===== src/rsm_defines.svh =====
// Constants for the resolver setup and status map: word offsets, bit positions,
// range limits, reset values and timing counts. Assumes a 40 MHz system clock.
`ifndef RSM_DEFINES_SVH
`define RSM_DEFINES_SVH

// Clock rate in kHz, so a time in ms times this gives cycles
`define RSM_CLK_KHZ        40000
`define RSM_VEL_FAST_MS    32
`define RSM_VEL_SLOW_MS    125
`define RSM_HB_MS          500
`define RSM_VEL_FAST_CYC   (`RSM_VEL_FAST_MS * `RSM_CLK_KHZ)
`define RSM_VEL_SLOW_CYC   (`RSM_VEL_SLOW_MS * `RSM_CLK_KHZ)
`define RSM_HB_CYC         (`RSM_HB_MS * `RSM_CLK_KHZ)

// Input word offsets
`define RSM_W_MODULE       0
`define RSM_W_CH1_STAT     1
`define RSM_W_CH1_POS      2
`define RSM_W_CH1_VEL      3
`define RSM_W_RSVD4        4
`define RSM_W_CH2_STAT     5
`define RSM_W_CH2_POS      6
`define RSM_W_CH2_VEL      7
`define RSM_W_RSVD8        8
`define RSM_W_RSVD9        9
`define RSM_W_STRIDE       4

// Command word bits
`define RSM_CMD_XMIT       15
`define RSM_CMD_RST_ERR    14
`define RSM_CMD_PERSIST    13
`define RSM_CMD_PROG_B     5
`define RSM_CMD_PROG_A     4
`define RSM_CMD_PRESET_B   1
`define RSM_CMD_PRESET_A   0
`define RSM_CMD_RSVD_MASK  16'h1fcc

// Setup word: per channel nibble, channel b at bit 8
`define RSM_SET_SENSE      0
`define RSM_SET_HOLD       1
`define RSM_SET_OFF        2
`define RSM_SET_FAST       3
`define RSM_SET_RSVD_MASK  16'hf0f0

// Module status bits
`define RSM_MS_ACK         15
`define RSM_MS_HB          14
`define RSM_MS_DUAL        10
`define RSM_MS_SINGLE      9
`define RSM_MS_FREQ_ERR    3
`define RSM_MS_VOLT_ERR    2
`define RSM_MS_HW_FLT      1
`define RSM_MS_CMD_ERR     0

// Channel status bits
`define RSM_CS_DC_IN       11
`define RSM_CS_STILL       9
`define RSM_CS_OFF         8
`define RSM_CS_RATIO_ERR   4
`define RSM_CS_PRESET_ERR  3
`define RSM_CS_FSC_ERR     2
`define RSM_CS_SETUP_ERR   1
`define RSM_CS_FAULT       0

// Parameter ranges
`define RSM_FSC_MIN        16'd2
`define RSM_FSC_MAX        16'd8192
`define RSM_RATIO_MIN      16'd10
`define RSM_RATIO_MAX      16'd300
`define RSM_VOLT_MIN       16'd800
`define RSM_VOLT_MAX       16'd12000
`define RSM_FREQ_MIN       16'd400
`define RSM_FREQ_MAX       16'd10000

// Reset values of channel parameters
`define RSM_FSC_RST        16'd8192
`define RSM_PRESET_RST     16'd0
`define RSM_RATIO_RST      16'd95

`endif


===== src/rsm_pkg.sv =====
// Types for the resolver setup and status map.
// Assumes rsm_defines.svh provides the numeric constants.
package rsm_pkg;

	typedef logic [15:0] rsm_word_t;

	// Per channel state
	typedef struct packed {
		logic       fast;      // Short velocity refresh
		logic       off;       // Channel turned off
		logic       hold;      // Fault hold enable
		logic       sense;     // Rotation sense
		logic [15:0] fsc;      // Counts per turn
		logic [15:0] preset;   // Preset value
		logic [15:0] ratio;    // Ratio value
		logic [15:0] offset;   // Position offset
		logic [15:0] vel;      // Sampled velocity
		logic [31:0] vel_cnt;  // Refresh timer
		logic       fault;     // Transducer fault
		logic       dc_s1;     // DC input sync stage 1
		logic       dc_s2;     // DC input sync stage 2
		logic       dc_prev;   // For edge detect
		logic       err_ratio;
		logic       err_preset;
		logic       err_fsc;
		logic       err_setup;
	} rsm_chan_s;

	// Whole block state
	typedef struct packed {
		rsm_chan_s [1:0]        ch;
		logic                   ack;
		logic                   xmit_prev;
		logic                   hb;
		logic [31:0]            hb_cnt;
		logic                   multi;
		logic                   err_freq;
		logic                   err_volt;
		logic                   hw_flt;
		logic                   err_cmd;
		logic [9:0][15:0]       word;
	} rsm_state_s;

endpackage


===== src/rsm_map.sv =====
// Resolver setup decode and status word builder, two channels, single turn.
// Assumes the ten output words arrive on sys_clk from network logic; DC inputs are pins.
// Functional notes
// - Setup bit 11/3 picks 32 ms velocity refresh, else 125 ms; position unaffected.
// - Disable bit 10/2 turns channel off: indicator off, zero position and velocity.
// - Fault-hold bit 9/1 clear: fault self clears; set: fault held until cleared.
// - Held fault clears only on a block carrying error-reset command bit 14.
// - Sense bit 8/0: zero counts up clockwise, one counts up counter-clockwise.
// - Setup bits apply only when program bit 5 or 4 of that channel is set.
// - Ten input words: status, position, velocity per channel; words 4, 8, 9 zero.
// - Acknowledge bit 15 set on transmit, held until host drops transmit.
// - Heartbeat bit 14 toggles every 500 ms.
// - Status bit 10 flags multi-turn mode, bit 9 single-turn mode.
// - Bit 3 flags frequency outside 400..10000; bit 2 voltage outside 800..12000.
// - Bit 1 flags hardware fault, held until power-up restart.
// - Command error on reserved bits, preset during fault, or preset with setup.
// - Channel bit 11 shows DC input; its rising edge loads the preset position.
// - Channel bit 9 set when velocity is zero and no fault; 1 RPM resolution.
// - Channel bit 8 set while channel disabled.
// - Channel bit 4 flags ratio value outside 10..300.
// - Channel bit 3 flags preset outside zero to counts per turn minus one.
// - Channel bit 2 flags counts per turn outside 2..8192.
// - Channel bit 1 flags reserved setup bits 4..7 or 12..15 written as one.
// - Channel bit 0 shows transducer fault state.
// - Invalid parameter while leaving multi-turn keeps multi-turn and flags channel.
// - Block taken only on rising transmit edge; host holds transmit until acknowledged.
// - Error-reset clears all programming errors and clearable held faults.
// - Channel program bit enables its setup nibble together with its parameter words.
`timescale 1ns/100ps
`include "rsm_defines.svh"

module rsm_map #(
	parameter int VEL_FAST_CYC = `RSM_VEL_FAST_CYC, // Fast velocity refresh cycles
	parameter int VEL_SLOW_CYC = `RSM_VEL_SLOW_CYC, // Slow velocity refresh cycles
	parameter int HB_CYC       = `RSM_HB_CYC        // Heartbeat half period cycles
) (
	input  wire logic                   sys_clk,          // 40 MHz clock
	input  wire logic                   rst_b,            // Async reset, low
	input  wire rsm_pkg::rsm_word_t     command_word,     // Output word 0
	input  wire rsm_pkg::rsm_word_t     setup_word,       // Output word 1
	input  wire rsm_pkg::rsm_word_t     ch_a_fsc_word,    // Output word 2
	input  wire rsm_pkg::rsm_word_t     ch_a_preset_word, // Output word 3
	input  wire rsm_pkg::rsm_word_t     ch_a_ratio_word,  // Output word 4
	input  wire rsm_pkg::rsm_word_t     ch_b_fsc_word,    // Output word 5
	input  wire rsm_pkg::rsm_word_t     ch_b_preset_word, // Output word 6
	input  wire rsm_pkg::rsm_word_t     ch_b_ratio_word,  // Output word 7
	input  wire rsm_pkg::rsm_word_t     ref_level_word,   // Output word 8
	input  wire rsm_pkg::rsm_word_t     ref_freq_word,    // Output word 9
	input  wire logic [1:0][15:0]       raw_position,     // Converter angle, 0..fsc-1
	input  wire logic [1:0][15:0]       raw_velocity,     // Converter speed in RPM
	input  wire logic [1:0]             signal_valid,     // Resolver signals good
	input  wire logic [1:0]             dc_input_pin,     // DC input pins, async
	input  wire logic                   hw_fault,         // Internal hardware fault
	input  wire logic                   multi_turn_set,   // Multi-turn setup taken, pulse
	output      logic [9:0][15:0]       input_word,       // Ten words to the host
	output      logic [1:0]             channel_led_on    // Channel indicators
);
	import rsm_pkg::*;

	rsm_state_s s_reg;
	rsm_state_s s_next;

	// Parameter words gathered per channel
	logic [1:0][15:0] fsc_in;
	logic [1:0][15:0] preset_in;
	logic [1:0][15:0] ratio_in;
	logic [1:0][15:0] dir_pos;
	logic [1:0][15:0] pos_now;

	assign fsc_in    = {ch_b_fsc_word, ch_a_fsc_word};
	assign preset_in = {ch_b_preset_word, ch_a_preset_word};
	assign ratio_in  = {ch_b_ratio_word, ch_a_ratio_word};

	// Directed and offset position per channel; modular add avoids a divider
	always_comb begin
		logic [16:0] sum;
		sum = 17'h0;
		for (int i = 0; i < 2; i++) begin
			if (s_reg.ch[i].sense && raw_position[i] != 16'h0) begin
				dir_pos[i] = s_reg.ch[i].fsc - raw_position[i];
			end else begin
				dir_pos[i] = raw_position[i];
			end
			sum = {1'b0, dir_pos[i]} + {1'b0, s_reg.ch[i].offset};
			if (sum >= {1'b0, s_reg.ch[i].fsc}) begin
				sum = sum - {1'b0, s_reg.ch[i].fsc};
			end
			pos_now[i] = sum[15:0];
		end
	end

	// Next state: handshake, block decode, faults, timers and word build
	always_comb begin
		logic        rise;
		logic        clr;
		logic        any_prog;
		logic        cmd_bad;
		logic        blk_err;
		logic [1:0]  prog;
		logic [1:0]  preset_req;
		logic [1:0]  dc_rise;
		logic [3:0]  nib;
		logic        e_ratio;
		logic        e_preset;
		logic        e_fsc;
		logic        e_setup;
		logic        e_freq;
		logic        e_volt;
		logic [15:0] load;
		logic [31:0] period;
		logic [15:0] ms;
		logic [15:0] cs;
		rise = 1'b0;
		clr = 1'b0;
		any_prog = 1'b0;
		cmd_bad = 1'b0;
		blk_err = 1'b0;
		prog = 2'h0;
		preset_req = 2'h0;
		dc_rise = 2'h0;
		nib = 4'h0;
		e_ratio = 1'b0;
		e_preset = 1'b0;
		e_fsc = 1'b0;
		e_setup = 1'b0;
		e_freq = 1'b0;
		e_volt = 1'b0;
		load = 16'h0;
		period = 32'h0;
		ms = 16'h0;
		cs = 16'h0;
		s_next = s_reg;

		// Block taken only on a rising transmit edge
		rise = command_word[`RSM_CMD_XMIT] && !s_reg.xmit_prev;
		s_next.xmit_prev = command_word[`RSM_CMD_XMIT];
		// Acknowledge holds while transmit stays high
		s_next.ack = command_word[`RSM_CMD_XMIT] && (s_reg.ack || rise);

		clr = rise && command_word[`RSM_CMD_RST_ERR];
		prog = {command_word[`RSM_CMD_PROG_B], command_word[`RSM_CMD_PROG_A]};
		preset_req = {command_word[`RSM_CMD_PRESET_B], command_word[`RSM_CMD_PRESET_A]};
		any_prog = |prog;

		// Command error: reserved bits, preset in fault, preset with setup
		cmd_bad = |(command_word & `RSM_CMD_RSVD_MASK)
			|| (any_prog && |(setup_word & `RSM_SET_RSVD_MASK));
		for (int i = 0; i < 2; i++) begin
			if (preset_req[i] && (s_reg.ch[i].fault || prog[i])) begin
				cmd_bad = 1'b1;
			end
		end

		// Excitation range checks apply when either channel programs
		e_freq = any_prog && (ref_freq_word < `RSM_FREQ_MIN || ref_freq_word > `RSM_FREQ_MAX);
		e_volt = any_prog && (ref_level_word < `RSM_VOLT_MIN || ref_level_word > `RSM_VOLT_MAX);
		blk_err = cmd_bad || e_freq || e_volt;

		// Error flags: clear first, so an error in the same block still sets
		if (clr) begin
			s_next.err_cmd = 1'b0;
			s_next.err_freq = 1'b0;
			s_next.err_volt = 1'b0;
		end
		if (rise) begin
			s_next.err_cmd = s_next.err_cmd || cmd_bad;
			s_next.err_freq = s_next.err_freq || e_freq;
			s_next.err_volt = s_next.err_volt || e_volt;
		end
		// Only a power-up restart clears the hardware fault
		s_next.hw_flt = s_reg.hw_flt || hw_fault;

		for (int i = 0; i < 2; i++) begin
			nib = setup_word[i*`RSM_W_STRIDE*2 +: 4];
			// Any reserved setup bit flags every channel being programmed, not only its own nibble
			e_setup = prog[i] && |(setup_word & `RSM_SET_RSVD_MASK);
			e_fsc = prog[i] && (fsc_in[i] < `RSM_FSC_MIN || fsc_in[i] > `RSM_FSC_MAX);
			e_preset = prog[i] && (preset_in[i] >= fsc_in[i]);
			e_ratio = prog[i] && (ratio_in[i] < `RSM_RATIO_MIN || ratio_in[i] > `RSM_RATIO_MAX);
			blk_err = blk_err || e_setup || e_fsc || e_preset || e_ratio;

			// DC input: two flops, then edge detect on the second
			s_next.ch[i].dc_s1 = dc_input_pin[i];
			s_next.ch[i].dc_s2 = s_reg.ch[i].dc_s1;
			s_next.ch[i].dc_prev = s_reg.ch[i].dc_s2;
			dc_rise[i] = s_reg.ch[i].dc_s2 && !s_reg.ch[i].dc_prev;

			if (clr) begin
				s_next.ch[i].err_ratio = 1'b0;
				s_next.ch[i].err_preset = 1'b0;
				s_next.ch[i].err_fsc = 1'b0;
				s_next.ch[i].err_setup = 1'b0;
			end
			if (rise) begin
				s_next.ch[i].err_ratio = s_next.ch[i].err_ratio || e_ratio;
				s_next.ch[i].err_preset = s_next.ch[i].err_preset || e_preset;
				s_next.ch[i].err_fsc = s_next.ch[i].err_fsc || e_fsc;
				s_next.ch[i].err_setup = s_next.ch[i].err_setup || e_setup;
			end

			// Accept channel setup only if its own words are valid and no command error
			if (rise && prog[i] && !cmd_bad && !(e_setup || e_fsc || e_preset || e_ratio)) begin
				s_next.ch[i].sense = nib[`RSM_SET_SENSE];
				s_next.ch[i].hold = nib[`RSM_SET_HOLD];
				s_next.ch[i].off = nib[`RSM_SET_OFF];
				s_next.ch[i].fast = nib[`RSM_SET_FAST];
				s_next.ch[i].fsc = fsc_in[i];
				s_next.ch[i].preset = preset_in[i];
				s_next.ch[i].ratio = ratio_in[i];
			end

			// Preset by command or DC edge; offset kept only in this register
			if ((rise && preset_req[i] && !cmd_bad) || dc_rise[i]) begin
				load = s_reg.ch[i].preset - dir_pos[i];
				if (s_reg.ch[i].preset < dir_pos[i]) begin
					load = load + s_reg.ch[i].fsc;
				end
				s_next.ch[i].offset = load;
			end

			// Fault: a loss of signal sets, which wins over the clear
			s_next.ch[i].fault = !signal_valid[i]
				|| (s_reg.ch[i].fault && s_reg.ch[i].hold && !clr);

			// Velocity refresh timer; only the velocity word waits on it
			period = s_reg.ch[i].fast ? 32'(VEL_FAST_CYC) : 32'(VEL_SLOW_CYC);
			if (s_reg.ch[i].vel_cnt >= period - 32'd1) begin
				s_next.ch[i].vel_cnt = 32'h0;
				s_next.ch[i].vel = raw_velocity[i];
			end else begin
				s_next.ch[i].vel_cnt = s_reg.ch[i].vel_cnt + 32'd1;
			end
		end

		// Mode: leaving multi-turn needs a clean block
		if (multi_turn_set) begin
			s_next.multi = 1'b1;
		end else if (rise && any_prog && !blk_err) begin
			s_next.multi = 1'b0;
		end

		// Heartbeat divider
		if (s_reg.hb_cnt >= 32'(HB_CYC) - 32'd1) begin
			s_next.hb_cnt = 32'h0;
			s_next.hb = !s_reg.hb;
		end else begin
			s_next.hb_cnt = s_reg.hb_cnt + 32'd1;
		end

		// Module status word
		ms = 16'h0;
		ms[`RSM_MS_ACK] = s_next.ack;
		ms[`RSM_MS_HB] = s_next.hb;
		ms[`RSM_MS_DUAL] = s_next.multi;
		ms[`RSM_MS_SINGLE] = !s_next.multi;
		ms[`RSM_MS_FREQ_ERR] = s_next.err_freq;
		ms[`RSM_MS_VOLT_ERR] = s_next.err_volt;
		ms[`RSM_MS_HW_FLT] = s_next.hw_flt;
		ms[`RSM_MS_CMD_ERR] = s_next.err_cmd;
		s_next.word = '0;
		s_next.word[`RSM_W_MODULE] = ms;

		// Channel words; an off channel reports zero data
		for (int i = 0; i < 2; i++) begin
			cs = 16'h0;
			cs[`RSM_CS_DC_IN] = s_next.ch[i].dc_prev;
			cs[`RSM_CS_STILL] = (s_next.ch[i].vel == 16'h0) && !s_next.ch[i].fault;
			cs[`RSM_CS_OFF] = s_next.ch[i].off;
			cs[`RSM_CS_RATIO_ERR] = s_next.ch[i].err_ratio;
			cs[`RSM_CS_PRESET_ERR] = s_next.ch[i].err_preset;
			cs[`RSM_CS_FSC_ERR] = s_next.ch[i].err_fsc;
			cs[`RSM_CS_SETUP_ERR] = s_next.ch[i].err_setup;
			cs[`RSM_CS_FAULT] = s_next.ch[i].fault;
			s_next.word[`RSM_W_CH1_STAT + i*`RSM_W_STRIDE] = cs;
			if (!s_next.ch[i].off) begin
				s_next.word[`RSM_W_CH1_POS + i*`RSM_W_STRIDE] = pos_now[i];
				s_next.word[`RSM_W_CH1_VEL + i*`RSM_W_STRIDE] = s_next.ch[i].vel;
			end else begin
				s_next.word[`RSM_W_CH1_POS + i*`RSM_W_STRIDE] = 16'h0;
				s_next.word[`RSM_W_CH1_VEL + i*`RSM_W_STRIDE] = 16'h0;
			end
		end
	end

	// State register; reset leaves channels on with default parameters
	always_ff @(posedge sys_clk or negedge rst_b) begin
		if (!rst_b) begin
			s_reg <= '0;
			for (int i = 0; i < 2; i++) begin
				s_reg.ch[i].fsc <= `RSM_FSC_RST;
				s_reg.ch[i].preset <= `RSM_PRESET_RST;
				s_reg.ch[i].ratio <= `RSM_RATIO_RST;
			end
			s_reg.word[`RSM_W_MODULE][`RSM_MS_SINGLE] <= 1'b1; // Words agree with the reset mode
		end else begin
			s_reg <= s_next;
		end
	end

	assign input_word = s_reg.word;
	assign channel_led_on = {!s_reg.ch[1].off, !s_reg.ch[0].off};
endmodule


===== config.mk =====
export PLATFORM = sky130hd
export DESIGN_NAME = rsm_map
export DESIGN_NICKNAME = d
export VERILOG_FILES = /design/src/rsm_pkg.sv /design/src/rsm_map.sv
export VERILOG_INCLUDE_DIRS = /design/src
export SDC_FILE = /design/constraint.sdc
export NUM_CORES = 1
export LEC_CHECK = 0
export ABC_AREA = 1
export BUFFER_PORTS_ARGS = -buffer_cell sky130_fd_sc_hd__buf_2
export CELL_PAD_IN_SITES_DETAIL_PLACEMENT = 0
export CELL_PAD_IN_SITES_GLOBAL_PLACEMENT = 1
export CORE_MARGIN = 3
export CORE_UTILIZATION = 42
export CTS_BUF_LIST = sky130_fd_sc_hd__clkbuf_16
export CTS_CLUSTER_SIZE = 25
export DETAILED_ROUTE_END_ITERATION = 12
export MAX_ROUTING_LAYER = met4
export PLACE_DENSITY_LB_ADDON = 0.2
export SKIP_LAST_GASP = 1
export SLEW_MARGIN = 10
export SYNTH_ARGS = -nofsm -noshare
export SYNTH_HDL_FRONTEND = slang
export SYNTH_SLANG_ARGS = --single-unit

===== constraint.sdc =====
create_clock -name sys_clk -period 5.6 [get_ports sys_clk]
set_input_delay 1.12 -clock sys_clk [delete_from_list [all_inputs] [get_ports sys_clk]]
set_output_delay 1.12 -clock sys_clk [all_outputs]
set_load 0.05 [all_outputs]

Word level (Yosys, flattened, before mapping)
Cells that the tools add are included.
- register bits after elaboration: 376
- input port bits: 232
- output and inout port bits: 162
- logic and storage cells: 221
- add/sub/neg operators: 15
- magnitude comparators: 21
- mux-type cells: 30
- reductions and logical operators: 103
- operators by type and width (kind ; number):
    $mux W32 ; 5
    $mux W16 ; 8
    $mux W51 ; 2
    $add A32 B1 Y32 const B ; 3
    $sub A16 B16 Y16 ; 6
    $ge A32 B32 Y1 ; 2
    $gt A16 B14 Y1 const B ; 4
    $sub A23 B1 Y24 const B ; 2
    $mux W23 ; 2
    $logic_or A1 B1 Y1 ; 42
    $logic_and A1 B1 Y1 ; 38
    $add A16 B16 Y17 ; 2
    $ge A17 B16 Y1 ; 2
    $add A16 B16 Y16 ; 2
    $ge A16 B16 Y1 ; 2
    $ge A32 B25 Y1 const B ; 1
    $gt A16 B9 Y1 const B ; 2
    $logic_not A16 Y1 ; 2
    $lt A16 B16 Y1 ; 2
    $lt A16 B2 Y1 const B ; 2
    $lt A16 B4 Y1 const B ; 2
    $reduce_bool A16 Y1 ; 2
    $logic_not A1 Y1 ; 16
    $lt A16 B10 Y1 const B ; 1
    7 further kinds ; 17

Depth between registers and ports, before layout
Gate-level depths: netlist (run 1).
- depth after elaboration: 20
- gate-level depth with buffers: 36
- depth with buffers taken out: 36

Worst setup path before layout (run 1)
OpenSTA, ideal clock, no wires.
- path type: input to register
- start: input port raw_position[0] (netlist bit)
- end: register s_reg, in the netlist input_word[33]
- arrival: 4975 ps
- required time: 5474 ps
- path slack: 498 ps
- cell stages on the path: 26
- cells stage by stage: ha_1 inv_1 fa_1 inv_1 o21ai_0 inv_1 fa_1 inv_1 nand3_1 nand2_1 nand2_1 o21ai_0 nand2_1 nand2_1 xor2_1 inv_1 ha_1 a21oi_1 o21ai_0 a21oi_1 nand2_2 nand2_2 nand2_4 buf_6 o21ai_0 nor2_1
- RTL lines (item ; RTL line ; text):
    from (decl) ; rsm_map.sv:49 ; input wire logic [1:0][15:0] raw_position,
    to (signal assigned) ; rsm_map.sv:296 ; s_reg <= s_next;
    to (decl) ; rsm_map.sv:60 ; rsm_state_s s_reg;

==> metrics.json, run 1 <==
{
  "outcome": {"value": "finished clean"},
  "clk_latency": {"value": 580, "unit": "ps"},
  "yosys.cell_types.count": {"value": 55},
  "pwr-share-comb": {"value": 0.414},
  "place_ws": {"value": -260, "unit": "ps"},
  "yosysWarnings": {"value": 0},
  "worst_slew_slack_as_a_fraction_of_its_limit": {"value": 0.416},
  "critical_path_class": {"value": "input port to register"},
  "finalSetupViolCount": {"value": 0},
  "detail_route.first_pass.iterations": {"value": 5},
  "nNetsFinal": {"value": 4656},
  "worst_pin_slew": {"value": 874, "unit": "ps"},
  "layout.cell_area.non_filler": {"value": 0.0313, "unit": "sq mm"},
  "placed_cells": {"value": 4923},
  "setup_slack": {"value": 441, "unit": "ps"},
  "timing.critical_path.slowest_stage_cell": {"value": "nor4_1"},
  "critical_path.endpoint_type": {"value": "register"},
  "switching_share": {"value": 0.377},
  "floorplan.core_area": {"value": 0.0594, "unit": "sq mm"},
  "gpl_wtd_cong": {"value": 0.922},
  "clk_path_buf_depth": {"value": 3},
  "cp.arrival": {"value": 5590, "unit": "ps"},
  "numCtsBuffers": {"value": 39},
  "via_to_cell_ratio": {"value": 4.78},
  "total_leakage_power": {"value": 17.2, "unit": "nW"},
  "critical_path.max_fanout": {"value": 10},
  "cts_tree": {"value": "yes"},
  "clockRootBuffer": {"value": "clkbuf_16"},
  "grt_max_degree": {"value": 152},
  "wire_per_inst": {"value": 15.3, "unit": "microns"},
  "synth.ff_latch_count": {"value": 323},
  "drt_wl_total": {"value": 76400, "unit": "microns"},
  "finalSetupTns": {"value": 0, "unit": "ps"},
  "fin_worst_skew": {"value": 32.4, "unit": "ps"},
  "die-area": {"value": 0.0634, "unit": "sq mm"},
  "grt_pass1_vias": {"value": 22900},
  "cp_data_required_time": {"value": 6030, "unit": "ps"},
  "power_frac_seq": {"value": 0.302},
  "worstSetupStartpointType": {"value": "input port"},
  "postSynthCellCount": {"value": 3525},
  "path_clk_slew": {"value": 60, "unit": "ps"},
  "design.portCount": {"value": 394},
  "crit_path_max_incr_delay": {"value": 400, "unit": "ps"},
  "row_count": {"value": 89},
  "postSynth.topFlopCell": {"value": "dfrtp_1"},
  "hold_viol_final": {"value": 0},
  "cpLargestDelayFamily": {"value": "simple AND/OR/NAND/NOR gates"},
  "report.final.slew_viol_count": {"value": 0},
  "grt_overflow": {"value": 0},
  "async_reset_ff_frac": {"value": 1.00},
  "p_int": {"value": 5.40, "unit": "mW"},
  "fin_worst_hold_slack": {"value": 347, "unit": "ps"},
  "placement.cell_area": {"value": 0.0300, "unit": "sq mm"},
  "hpwlAfterDp": {"value": 62600, "unit": "microns"},
  "crit_top_cell": {"value": "nand2_1"},
  "clock_tree.htree_level_count": {"value": 2},
  "worstHoldPathType": {"value": "register to register"},
  "grtUsageTotal": {"value": 0.245},
  "portBuffers": {"value": 320},
  "post_route_cells_drive_above_1_share": {"value": 0.214},
  "synth.cell_area": {"value": 0.0254, "unit": "sq mm"},
  "start_util": {"value": 0.428},
  "grt_first_pass_wirelength": {"value": 120000, "unit": "microns"},
  "clock_sinks": {"value": 323},
  "final-instance-count-excl-fill": {"value": 5000},
  "antenna_found_initial": {"value": 6},
  "syn_area_per_cell": {"value": 7.20, "unit": "sq um"},
  "dr.first_iter.drc_count": {"value": 1214},
  "post_cts_hold_buffer_count": {"value": 0},
  "area.growth.synth_to_final": {"value": 23.4, "unit": "%"},
  "max-cap-violations": {"value": 0},
  "die_y": {"value": 252, "unit": "microns"},
  "fmaxAchievable": {"value": 194, "unit": "MHz"},
  "ant_nets": {"value": 0},
  "via_count": {"value": 23900},
  "power_frac_clock": {"value": 0.284},
  "die_width": {"value": 252, "unit": "microns"},
  "fin_crit_sh": {"value": 0.921},
  "critical_path_buf_inv_count": {"value": 7},
  "worst_supply_voltage_drop_on_vdd": {"value": 0.000176, "unit": "V"},
  "number_of_flip_flops_in_the_largest_register": {"value": 231},
  "residual_drc": {"value": 0},
  "synth_edf_count": {"value": 0},
  "ys_seq_area_frac": {"value": 0.319},
  "fin_crit": {"value": 5160, "unit": "ps"},
  "ratio_of_total_power_to_cell_area": {"value": 277, "unit": "mW/mm^2"},
  "netSwitchingPower": {"value": 3.27, "unit": "mW"}
}
==> through the flow <==
stage | utilization | total power [mW]
finish | 0.528 | 8.68
global route | 0.528 | 9.23
CTS | 0.526 | 8.75
detailed placement | 0.505 | 6.24
global placement | 0.505 | 6.23
floorplan | - | 4.99
==> synth_stat cells (37+ instances only) <==
cell,number,area [sq um]
nand2_1,872,3270
inv_1,491,1840
nor2_1,342,1280
dfrtp_1,320,8010
ha_1,221,2770
a21oi_1,195,976
nand3_1,181,906
o21ai_0,167,836
buf_4,163,1220
xor2_1,75,657
nand4_1,63,394
nor3_1,53,265
xnor2_1,37,324
==> worst paths after layout <==
kind	startpoint	end	slack, ps	depth (start not counted)
setup / recovery	raw_position[1]	input_word[36]	440	29
setup reg to reg	s_reg[304]	s_reg[270]	550	30
min in group asynchronous	rst_b	input_word[113]	490	1
hold / removal	s_next[205]	s_next[27]	350	0
hold reg to reg	s_next[205]	s_next[27]	350	0
max in group asynchronous	rst_b	s_reg[220]	3870	2
==> worst register-to-register path: cells and delay by family, from the launching register on <==
kind	cells	cell delay, ps
simple gates	12	1510
fa+ha+maj	4	1080
compound gates	6	970
buf+inv	8	780
flops	1	600
==> logic make-up after synthesis <==
kind of cell | synth area share
buffers and inverters | 0.138
AO/OA/AOI/OAI | 0.109
XOR/XNOR | 0.0387
AND/OR/NAND/NOR | 0.279
flip-flops | 0.319
other | 0.000148
adder cells (fa/ha/maj) | 0.117
==> layout make-up <==
class                   instances  area, sq um
inverters                     503         1890
diodes                          6         15.0
repair buffers                751         4910
clock buffers                  39          976
fillers                      6109        28000
multi-input cells            2575        14200
clock inverters                30          246
flip-flops and latches        323         8090
well taps                     773          967
==> layer usage <==
layer,routed length [microns],vias up,track usage
li1,-,12500,-
met1,36900,10800,0.335
met2,33900,514,0.383
met3,3540,100,0.0358
met4,2060,0,0.0651
met5,0,-,-
==> repair_timing <==
action	in CTS	in global routing
setup buffers	0	2
gates resized for setup	0	26
endpoints found under the setup margin	0	35
==> placed cells by master (no fill, tap or decap), types with 13 or more instances in the layout <==
master     count
nor4_1        18
nor3_1        51
o21ai_0      159
nor3b_1       13
nand4_1       63
nand2_1      872
a21o_1        16
o211ai_1      15
nand3_1      181
a31oi_1       25
clkbuf_16     39
ha_1         220
a21oi_1      191
conb_1        95
dfrtp_1      320
o21ai_1       28
xor2_1        73
xnor2_1       37
buf_4        426
nor2_1       341
o21bai_1      16
inv_1        500
nand2_2       18
buf_2        319
nand3b_1      33
==> power groups by stage <==
stage               Sequential, mW  Clock [mW]  Combinational, mW
global placement              2.66           0               3.57
global route                  2.64        2.63               3.97
finish                        2.62        2.47               3.59
detailed placement            2.66           0               3.58
floorplan                     2.63           0               2.36
CTS                           2.62        2.54               3.59
(Power assumes the default switching activity.)
==> run 2: changes to the inputs <==
--- a/config.mk
+++ b/config.mk
@@ -17,6 +17,7 @@
 export DETAILED_ROUTE_END_ITERATION = 12
 export MAX_ROUTING_LAYER = met4
 export PLACE_DENSITY_LB_ADDON = 0.2
+export RECOVER_POWER = 25
 export SKIP_LAST_GASP = 1
 export SLEW_MARGIN = 10
 export SYNTH_ARGS = -nofsm -noshare
==> run 2 against run 1 <==
The flow now finishes with violations (max-capacitance violations, max-slew violations). Critical path depth stayed put. Critical path type unchanged. Sequential power hardly changed. Setup slack better by 3.6 ps. Sequential share of layout area hardly changed. Highest routed layer unchanged.
==> metrics.json, run 2 (synthesis results as in run 1) <==
{
  "cts_tree": {"value": "yes"},
  "fin_crit": {"value": 5160, "unit": "ps", "change": "-3.62 ps"},
  "critical_path.max_fanout": {"value": 10, "change": "unchanged"},
  "worst_slew_slack_as_a_fraction_of_its_limit": {"value": -1.57, "change": "-1.98"},
  "ratio_of_total_power_to_cell_area": {"value": 277, "unit": "mW/mm^2", "change": "about the same"},
  "die_y": {"value": 252, "unit": "microns", "change": "unchanged"},
  "fin_worst_skew": {"value": 32.8, "unit": "ps", "change": "+0.368 ps"},
  "residual_drc": {"value": 0, "change": "unchanged"},
  "die_width": {"value": 252, "unit": "microns", "change": "unchanged"},
  "post_route_cells_drive_above_1_share": {"value": 0.213, "change": "-0.000711"},
  "finalSetupTns": {"value": 0, "unit": "ps", "change": "unchanged"},
  "grt_first_pass_wirelength": {"value": 120000, "unit": "microns", "change": "unchanged"},
  "grtUsageTotal": {"value": 0.245, "change": "unchanged"},
  "timing.critical_path.slowest_stage_cell": {"value": "ha_1"},
  "nNetsFinal": {"value": 4656, "change": "unchanged"},
  "grt_pass1_vias": {"value": 22900, "change": "unchanged"},
  "numCtsBuffers": {"value": 39, "change": "unchanged"},
  "worstSetupStartpointType": {"value": "input port"},
  "post-layout-total-power": {"value": 8.67, "unit": "mW", "change": "about the same"},
  "cp.arrival": {"value": 5590, "unit": "ps", "change": "about the same"},
  "final-instance-count-excl-fill": {"value": 4999, "change": "-0.020%"},
  "path_clk_slew": {"value": 60, "unit": "ps", "change": "about the same"},
  "clock_tree.htree_level_count": {"value": 2, "change": "unchanged"},
  "clock_sinks": {"value": 323, "change": "unchanged"},
  "wire_per_inst": {"value": 15.3, "unit": "microns", "change": "about the same"},
  "via_count": {"value": 23900, "change": "-0.038%"},
  "finish.utilization": {"value": 0.528, "change": "about the same"},
  "max-cap-violations": {"value": 1, "change": "+1"},
  "critical_path_class": {"value": "input port to register"},
  "start_util": {"value": 0.428, "change": "unchanged"},
  "crit_path_max_incr_delay": {"value": 400, "unit": "ps", "change": "about the same"},
  "hpwlAfterDp": {"value": 62600, "unit": "microns", "change": "unchanged"},
  "place_ws": {"value": -260, "unit": "ps", "change": "unchanged"},
  "die-area": {"value": 0.0634, "unit": "sq mm", "change": "unchanged"},
  "outcome": {"value": "finished with violations"},
  "row_count": {"value": 89, "change": "unchanged"},
  "final_cell_mix": {"value": "872 x nand2_1, 500 x inv_1, 426 x buf_4"},
  "total_leakage_power": {"value": 17.2, "unit": "nW", "change": "about the same"},
  "gpl_wtd_cong": {"value": 0.922, "change": "unchanged"},
  "hold_viol_final": {"value": 0, "change": "unchanged"},
  "via_to_cell_ratio": {"value": 4.78, "change": "about the same"},
  "worst_pin_slew": {"value": 3850, "unit": "ps", "change": "+2970 ps"},
  "mostFrequentLayoutCell": {"value": "nand2_1"},
  "portBuffers": {"value": 320, "change": "unchanged"},
  "number_of_flip_flops_in_the_largest_register": {"value": 231, "change": "unchanged"},
  "grt_max_degree": {"value": 152, "change": "unchanged"},
  "cp_data_required_time": {"value": 6030, "unit": "ps", "change": "about the same"},
  "area.growth.synth_to_final": {"value": 23.4, "unit": "%", "change": "about the same"},
  "ff2ff_setup_slack": {"value": 550, "unit": "ps", "change": "about the same"},
  "placement.cell_area": {"value": 0.0300, "unit": "sq mm", "change": "unchanged"},
  "worst_supply_voltage_drop_on_vdd": {"value": 0.000176, "unit": "V", "change": "about the same"},
  "detail_route.first_pass.iterations": {"value": 5, "change": "unchanged"},
  "design.portCount": {"value": 394, "change": "unchanged"},
  "finalSetupViolCount": {"value": 0, "change": "unchanged"},
  "dr.first_iter.drc_count": {"value": 1194, "change": "-1.6%"},
  "post_cts_hold_buffer_count": {"value": 0, "change": "unchanged"},
  "clk_path_buf_depth": {"value": 3, "change": "unchanged"},
  "setup_slack": {"value": 445, "unit": "ps", "change": "+3.62 ps"},
  "fmaxAchievable": {"value": 194, "unit": "MHz", "change": "about the same"},
  "floorplan.core_area": {"value": 0.0594, "unit": "sq mm", "change": "unchanged"},
  "critical_path.endpoint_type": {"value": "register"},
  "layout.cell_area.non_filler": {"value": 0.0313, "unit": "sq mm", "change": "about the same"},
  "clockRootBuffer": {"value": "clkbuf_16"},
  "drt_wl_total": {"value": 76400, "unit": "microns", "change": "about the same"},
  "clk_latency": {"value": 580, "unit": "ps", "change": "about the same"},
  "failed_checks": {"value": "max-capacitance violations, max-slew violations"},
  "fin_crit_sh": {"value": 0.921, "change": "about the same"},
  "grt_overflow": {"value": 0, "change": "unchanged"},
  "ant_nets": {"value": 0, "change": "unchanged"},
  "report.final.slew_viol_count": {"value": 64, "change": "+64"},
  "antenna_found_initial": {"value": 6, "change": "unchanged"},
  "fin_worst_hold_slack": {"value": 347, "unit": "ps", "change": "unchanged"},
  "placed_cells": {"value": 4923, "change": "unchanged"},
  "worstHoldPathType": {"value": "register to register"},
  "crit_top_cell": {"value": "nand2_1"}
}
-- run 2: cell types whose count changed in the layout (fill, tap and decap cells not counted) --
cell / delta
nor2_1: +1
nor2_2: -1
buf_2: -1
clkbuf_1: +2
buf_8: -1
diode_2: -1
-- run 2: worst max-delay path: cells and delay by family --
kind,cells,cell delay (ps)
AOI/OAI and AO/OA,5,920
adders and majority gates,2,730
buffers and inverters,7,1000
xor gates and xnor gates,1,180
and+or+nand+nor,14,1600
-- run 2: what timing repair did --
action,4_1_cts,5_1_grt
setup buffers,0,2
resized for setup,0,26
endpoints found under the setup margin,0,35
-- run 2: final timing paths --
path / cells after the start / to / start
worst max register to register: 30 / s_reg[270] / s_reg[304]
min in group asynchronous: 1 / input_word[113] / rst_b
max in group asynchronous: 1 / s_reg[319] / rst_b
worst min-delay path: 0 / s_next[27] / s_next[205]
worst min register to register: 0 / s_next[27] / s_next[205]
worst max-delay path: 29 / input_word[36] / raw_position[1]
-- run 2: layer usage --
| metal | global-route usage | part of all wire | wire length, microns | up-vias |
|---|---|---|---|---|
| met5 | - | 0 | 0 | - |
| met4 | 0.0651 | 0.028 | 2130 | 0 |
| met3 | 0.0358 | 0.046 | 3550 | 104 |
| met2 | 0.383 | 0.44 | 33800 | 504 |
| met1 | 0.335 | 0.48 | 36900 | 10800 |
| li1 | - | - | - | 12500 |
-- run 2: where the power goes --
group	switching, mW	internal [mW]
clock	1.05	1.41
combinational	2.14	1.45
sequential	0.0802	2.54
total	3.27	5.40
-- run 2: layout make-up --
cell class,count,area [sq um]
tap,773,967
fill,6110,28000
inverter,503,1890
timing repair buffer,751,4900
antenna,5,12.5
sequential,323,8090
clock buffer,39,976
clock inverter,30,246
multi-input combinational,2575,14200
==> run 3: changes to the inputs <==
--- a/config.mk
+++ b/config.mk
@@ -11,8 +11,8 @@
 export CELL_PAD_IN_SITES_DETAIL_PLACEMENT = 0
 export CELL_PAD_IN_SITES_GLOBAL_PLACEMENT = 1
 export CORE_MARGIN = 3
-export CORE_UTILIZATION = 42
-export CTS_BUF_LIST = sky130_fd_sc_hd__clkbuf_16
+export CORE_UTILIZATION = 43
+export CTS_BUF_LIST = sky130_fd_sc_hd__clkbuf_2
 export CTS_CLUSTER_SIZE = 25
 export DETAILED_ROUTE_END_ITERATION = 12
 export MAX_ROUTING_LAYER = met4
==> run 3 against run 2 <==
The run still ends with max-capacitance violations, max-slew violations left. Count of clock-buffer cells in the layout increased by 97. Sequential share of layout area increased by 1.3 points. Maximum frequency increased by 2.9%. Global-route usage decreased by 0.54 points. Combinational power decreased by 7.8%. First-iteration DRC count decreased by 4.3%. Critical path depth decreased by 1. Register-to-register slack improved by 40 ps. Power decreased by 11%. Critical path type is now register to register. Largest cell class unchanged. Largest power group unchanged.
==> metrics.json, run 3 (synthesis results as in run 1) <==
{
  "outcome": {"value": "finished with violations"},
  "failed_checks": {"value": "max-capacitance violations, max-slew violations"},
  "critical_path.max_fanout": {"value": 4, "change": "-6"},
  "grtUsageTotal": {"value": 0.240, "change": "-0.00543"},
  "worstSetupStartpointType": {"value": "register"},
  "grt_pass1_vias": {"value": 22800, "change": "-0.37%"},
  "fin_crit_sh": {"value": 0.894, "change": "-0.0263"},
  "fin_worst_skew": {"value": 90.4, "unit": "ps", "change": "+57.5 ps"},
  "nNetsFinal": {"value": 4561, "change": "-2.0%"},
  "final_cell_mix": {"value": "872 x nand2_1, 491 x inv_1, 342 x nor2_1"},
  "worst_supply_voltage_drop_on_vdd": {"value": 0.000213, "unit": "V", "change": "+21%"},
  "clockRootBuffer": {"value": "clkbuf_2"},
  "fin_worst_hold_slack": {"value": 192, "unit": "ps", "change": "-155 ps"},
  "cp.arrival": {"value": 5890, "unit": "ps", "change": "+300 ps"},
  "grt.met2_usage": {"value": 0.369, "change": "-0.0135"},
  "clk_latency": {"value": 1090, "unit": "ps", "change": "+510 ps"},
  "crit_path_max_incr_delay": {"value": 490, "unit": "ps", "change": "+90 ps"},
  "dr.first_iter.drc_count": {"value": 1143, "change": "-4.3%"},
  "fmaxAchievable": {"value": 200, "unit": "MHz", "change": "+2.9%"},
  "die_width": {"value": 249, "unit": "microns", "change": "-1.1%"},
  "n_fill_cell": {"value": 6112, "change": "+0.033%"},
  "grt_first_pass_wirelength": {"value": 117000, "unit": "microns", "change": "-2.8%"},
  "die-area": {"value": 0.0620, "unit": "sq mm", "change": "-2.3%"},
  "numCtsBuffers": {"value": 91, "change": "+130%"},
  "clock_tree.htree_level_count": {"value": 3, "change": "+1"},
  "grt_max_degree": {"value": 146, "change": "-3.9%"},
  "gpl_wtd_cong": {"value": 0.911, "change": "-1.2%"},
  "grt_use_met1": {"value": 0.321, "change": "-0.0145"},
  "floorplan.core_area": {"value": 0.0580, "unit": "sq mm", "change": "-2.2%"},
  "start_util": {"value": 0.437, "change": "+0.00978"},
  "via_count": {"value": 23500, "change": "-1.4%"},
  "area.growth.synth_to_final": {"value": 17.3, "unit": "%"},
  "critical_path_class": {"value": "register to register"},
  "clock_sinks": {"value": 323, "change": "unchanged"},
  "max-cap-violations": {"value": 1, "change": "unchanged"},
  "worst_slew_slack_as_a_fraction_of_its_limit": {"value": -0.757, "change": "+0.809"},
  "worstHoldPathType": {"value": "input port to register"},
  "wire_per_inst": {"value": 14.8, "unit": "microns", "change": "-2.9%"},
  "hpwlAfterDp": {"value": 59800, "unit": "microns", "change": "-4.4%"},
  "cp_data_required_time": {"value": 6490, "unit": "ps", "change": "+460 ps"},
  "drt_wl_total": {"value": 73300, "unit": "microns", "change": "-4.0%"},
  "die_y": {"value": 249, "unit": "microns", "change": "-1.1%"},
  "rsz0062_at_grt": {"value": "false"},
  "hold_viol_final": {"value": 0, "change": "unchanged"},
  "mostFrequentLayoutCell": {"value": "nand2_1"},
  "post-layout-total-power": {"value": 7.72, "unit": "mW", "change": "-11%"},
  "finalSetupTns": {"value": 0, "unit": "ps", "change": "unchanged"},
  "place_ws": {"value": -180, "unit": "ps", "change": "+79.3 ps"},
  "ant_nets": {"value": 0, "change": "unchanged"},
  "finish.utilization": {"value": 0.513, "change": "-0.0146"},
  "global_route.peak_usage_layer": {"value": "met2"},
  "timing.critical_path.slowest_stage_cell": {"value": "dfrtp_1"},
  "report.final.slew_viol_count": {"value": 106, "change": "+66%"},
  "antenna_found_initial": {"value": 3, "change": "-3"},
  "via_to_cell_ratio": {"value": 4.76, "change": "-0.28%"},
  "cts_tree": {"value": "yes"},
  "worst_pin_slew": {"value": 2640, "unit": "ps", "change": "-1210 ps"},
  "post_route_cells_drive_above_1_share": {"value": 0.200, "change": "-0.0128"},
  "met3_usage": {"value": 0.0423, "change": "+0.00651"},
  "fin_crit": {"value": 5010, "unit": "ps", "change": "-147 ps"},
  "setup_slack": {"value": 592, "unit": "ps", "change": "+147 ps"},
  "total_leakage_power": {"value": 16.5, "unit": "nW", "change": "-4.0%"},
  "total_area_of_multi_input_combinational_cells": {"value": 0.0142, "unit": "sq mm", "change": "-0.52%"},
  "number_of_flip_flops_in_the_largest_register": {"value": 231, "change": "unchanged"},
  "portBuffers": {"value": 320, "change": "unchanged"},
  "path_clk_slew": {"value": 100, "unit": "ps", "change": "+40 ps"},
  "critical_path.endpoint_type": {"value": "register"},
  "detail_route.first_pass.iterations": {"value": 6, "change": "+1"},
  "clk_path_buf_depth": {"value": 3, "change": "unchanged"},
  "grt_overflow": {"value": 0, "change": "unchanged"},
  "finalSetupViolCount": {"value": 0, "change": "unchanged"},
  "design.portCount": {"value": 394, "change": "unchanged"},
  "ff_latch_area": {"value": 0.00809, "unit": "sq mm", "change": "about the same"},
  "residual_drc": {"value": 0, "change": "unchanged"},
  "ratio_of_total_power_to_cell_area": {"value": 259, "unit": "mW/mm^2", "change": "-6.4%"},
  "row_count": {"value": 88, "change": "-1.1%"}
}
-- run 3: cell types whose count changed in the layout (fill, tap and decap cells not counted), sizes merged --
cell,before,now
clkbuf,41,137
buf,749,602
diode,5,4
clkinv,16,27
inv,511,505
bufinv,3,1
dlygate4sd3,0,1
clkinvlp,3,1
-- run 3: metal layers --
layer  part of all wire  wire, microns
met1               0.48          34900
met2               0.44          32500
met5                  0              0
met4              0.026           1930
met3              0.054           3990
-- run 3: power by group --
group / internal, mW / switching [mW] / leakage (nW)
clock network: 0.716 / 1.07 / 0.659
registers: 2.54 / 0.0938 / 4.06
logic: 1.25 / 2.06 / 11.8
total: 4.50 / 3.22 / 16.5
-- run 3: path summary, 6_finish.rpt --
| check | startpoint | end | slack [ps] | cells after the start |
|---|---|---|---|---|
| worst max register to register | s_reg[428] | s_reg[394] | 590 | 28 |
| worst max-delay path | s_reg[428] | s_reg[394] | 590 | 28 |
| worst min register to register | s_next[205] | s_next[27] | 360 | 0 |
| min in group asynchronous | rst_b | s_reg[212] | 660 | 2 |
| worst min-delay path | dc_input_pin[1] | s_next[329] | 190 | 1 |
| max in group asynchronous | rst_b | s_reg[427] | 1940 | 3 |
-- run 3: what timing repair did --
action,CTS,global route
endpoints found under the setup margin,0,16
gates resized for setup,0,6
hold buffers,1,0
endpoints found under the hold margin,73,0
setup buffers,0,0
-- run 3: critical path: cells and delay by family, from the launching register on --
kind / cells / cell delay [ps]
buffers and inverters: 5 / 510
adders and majority gates: 4 / 1100
and+or+nand+nor: 10 / 1150
DFF: 1 / 490
AOI/OAI and AO/OA: 9 / 1610
-- run 3: through the flow --
step,instance area [sq um],std cells
after CTS,29800,4937
after global placement,28900,4769
final,29800,4941
after detailed placement,28900,4769
after floorplan,25700,3619
after global routing,29800,4940
-- run 3: cell type report --
cell class,count,area share
multi-input combinational,2575,0.476
inverter,503,0.0634
clock buffer,136,0.0229
sequential,323,0.272
tap,765,0.0322
timing repair buffer,604,0.127
antenna,4,0.000336
clock inverter,31,0.00618
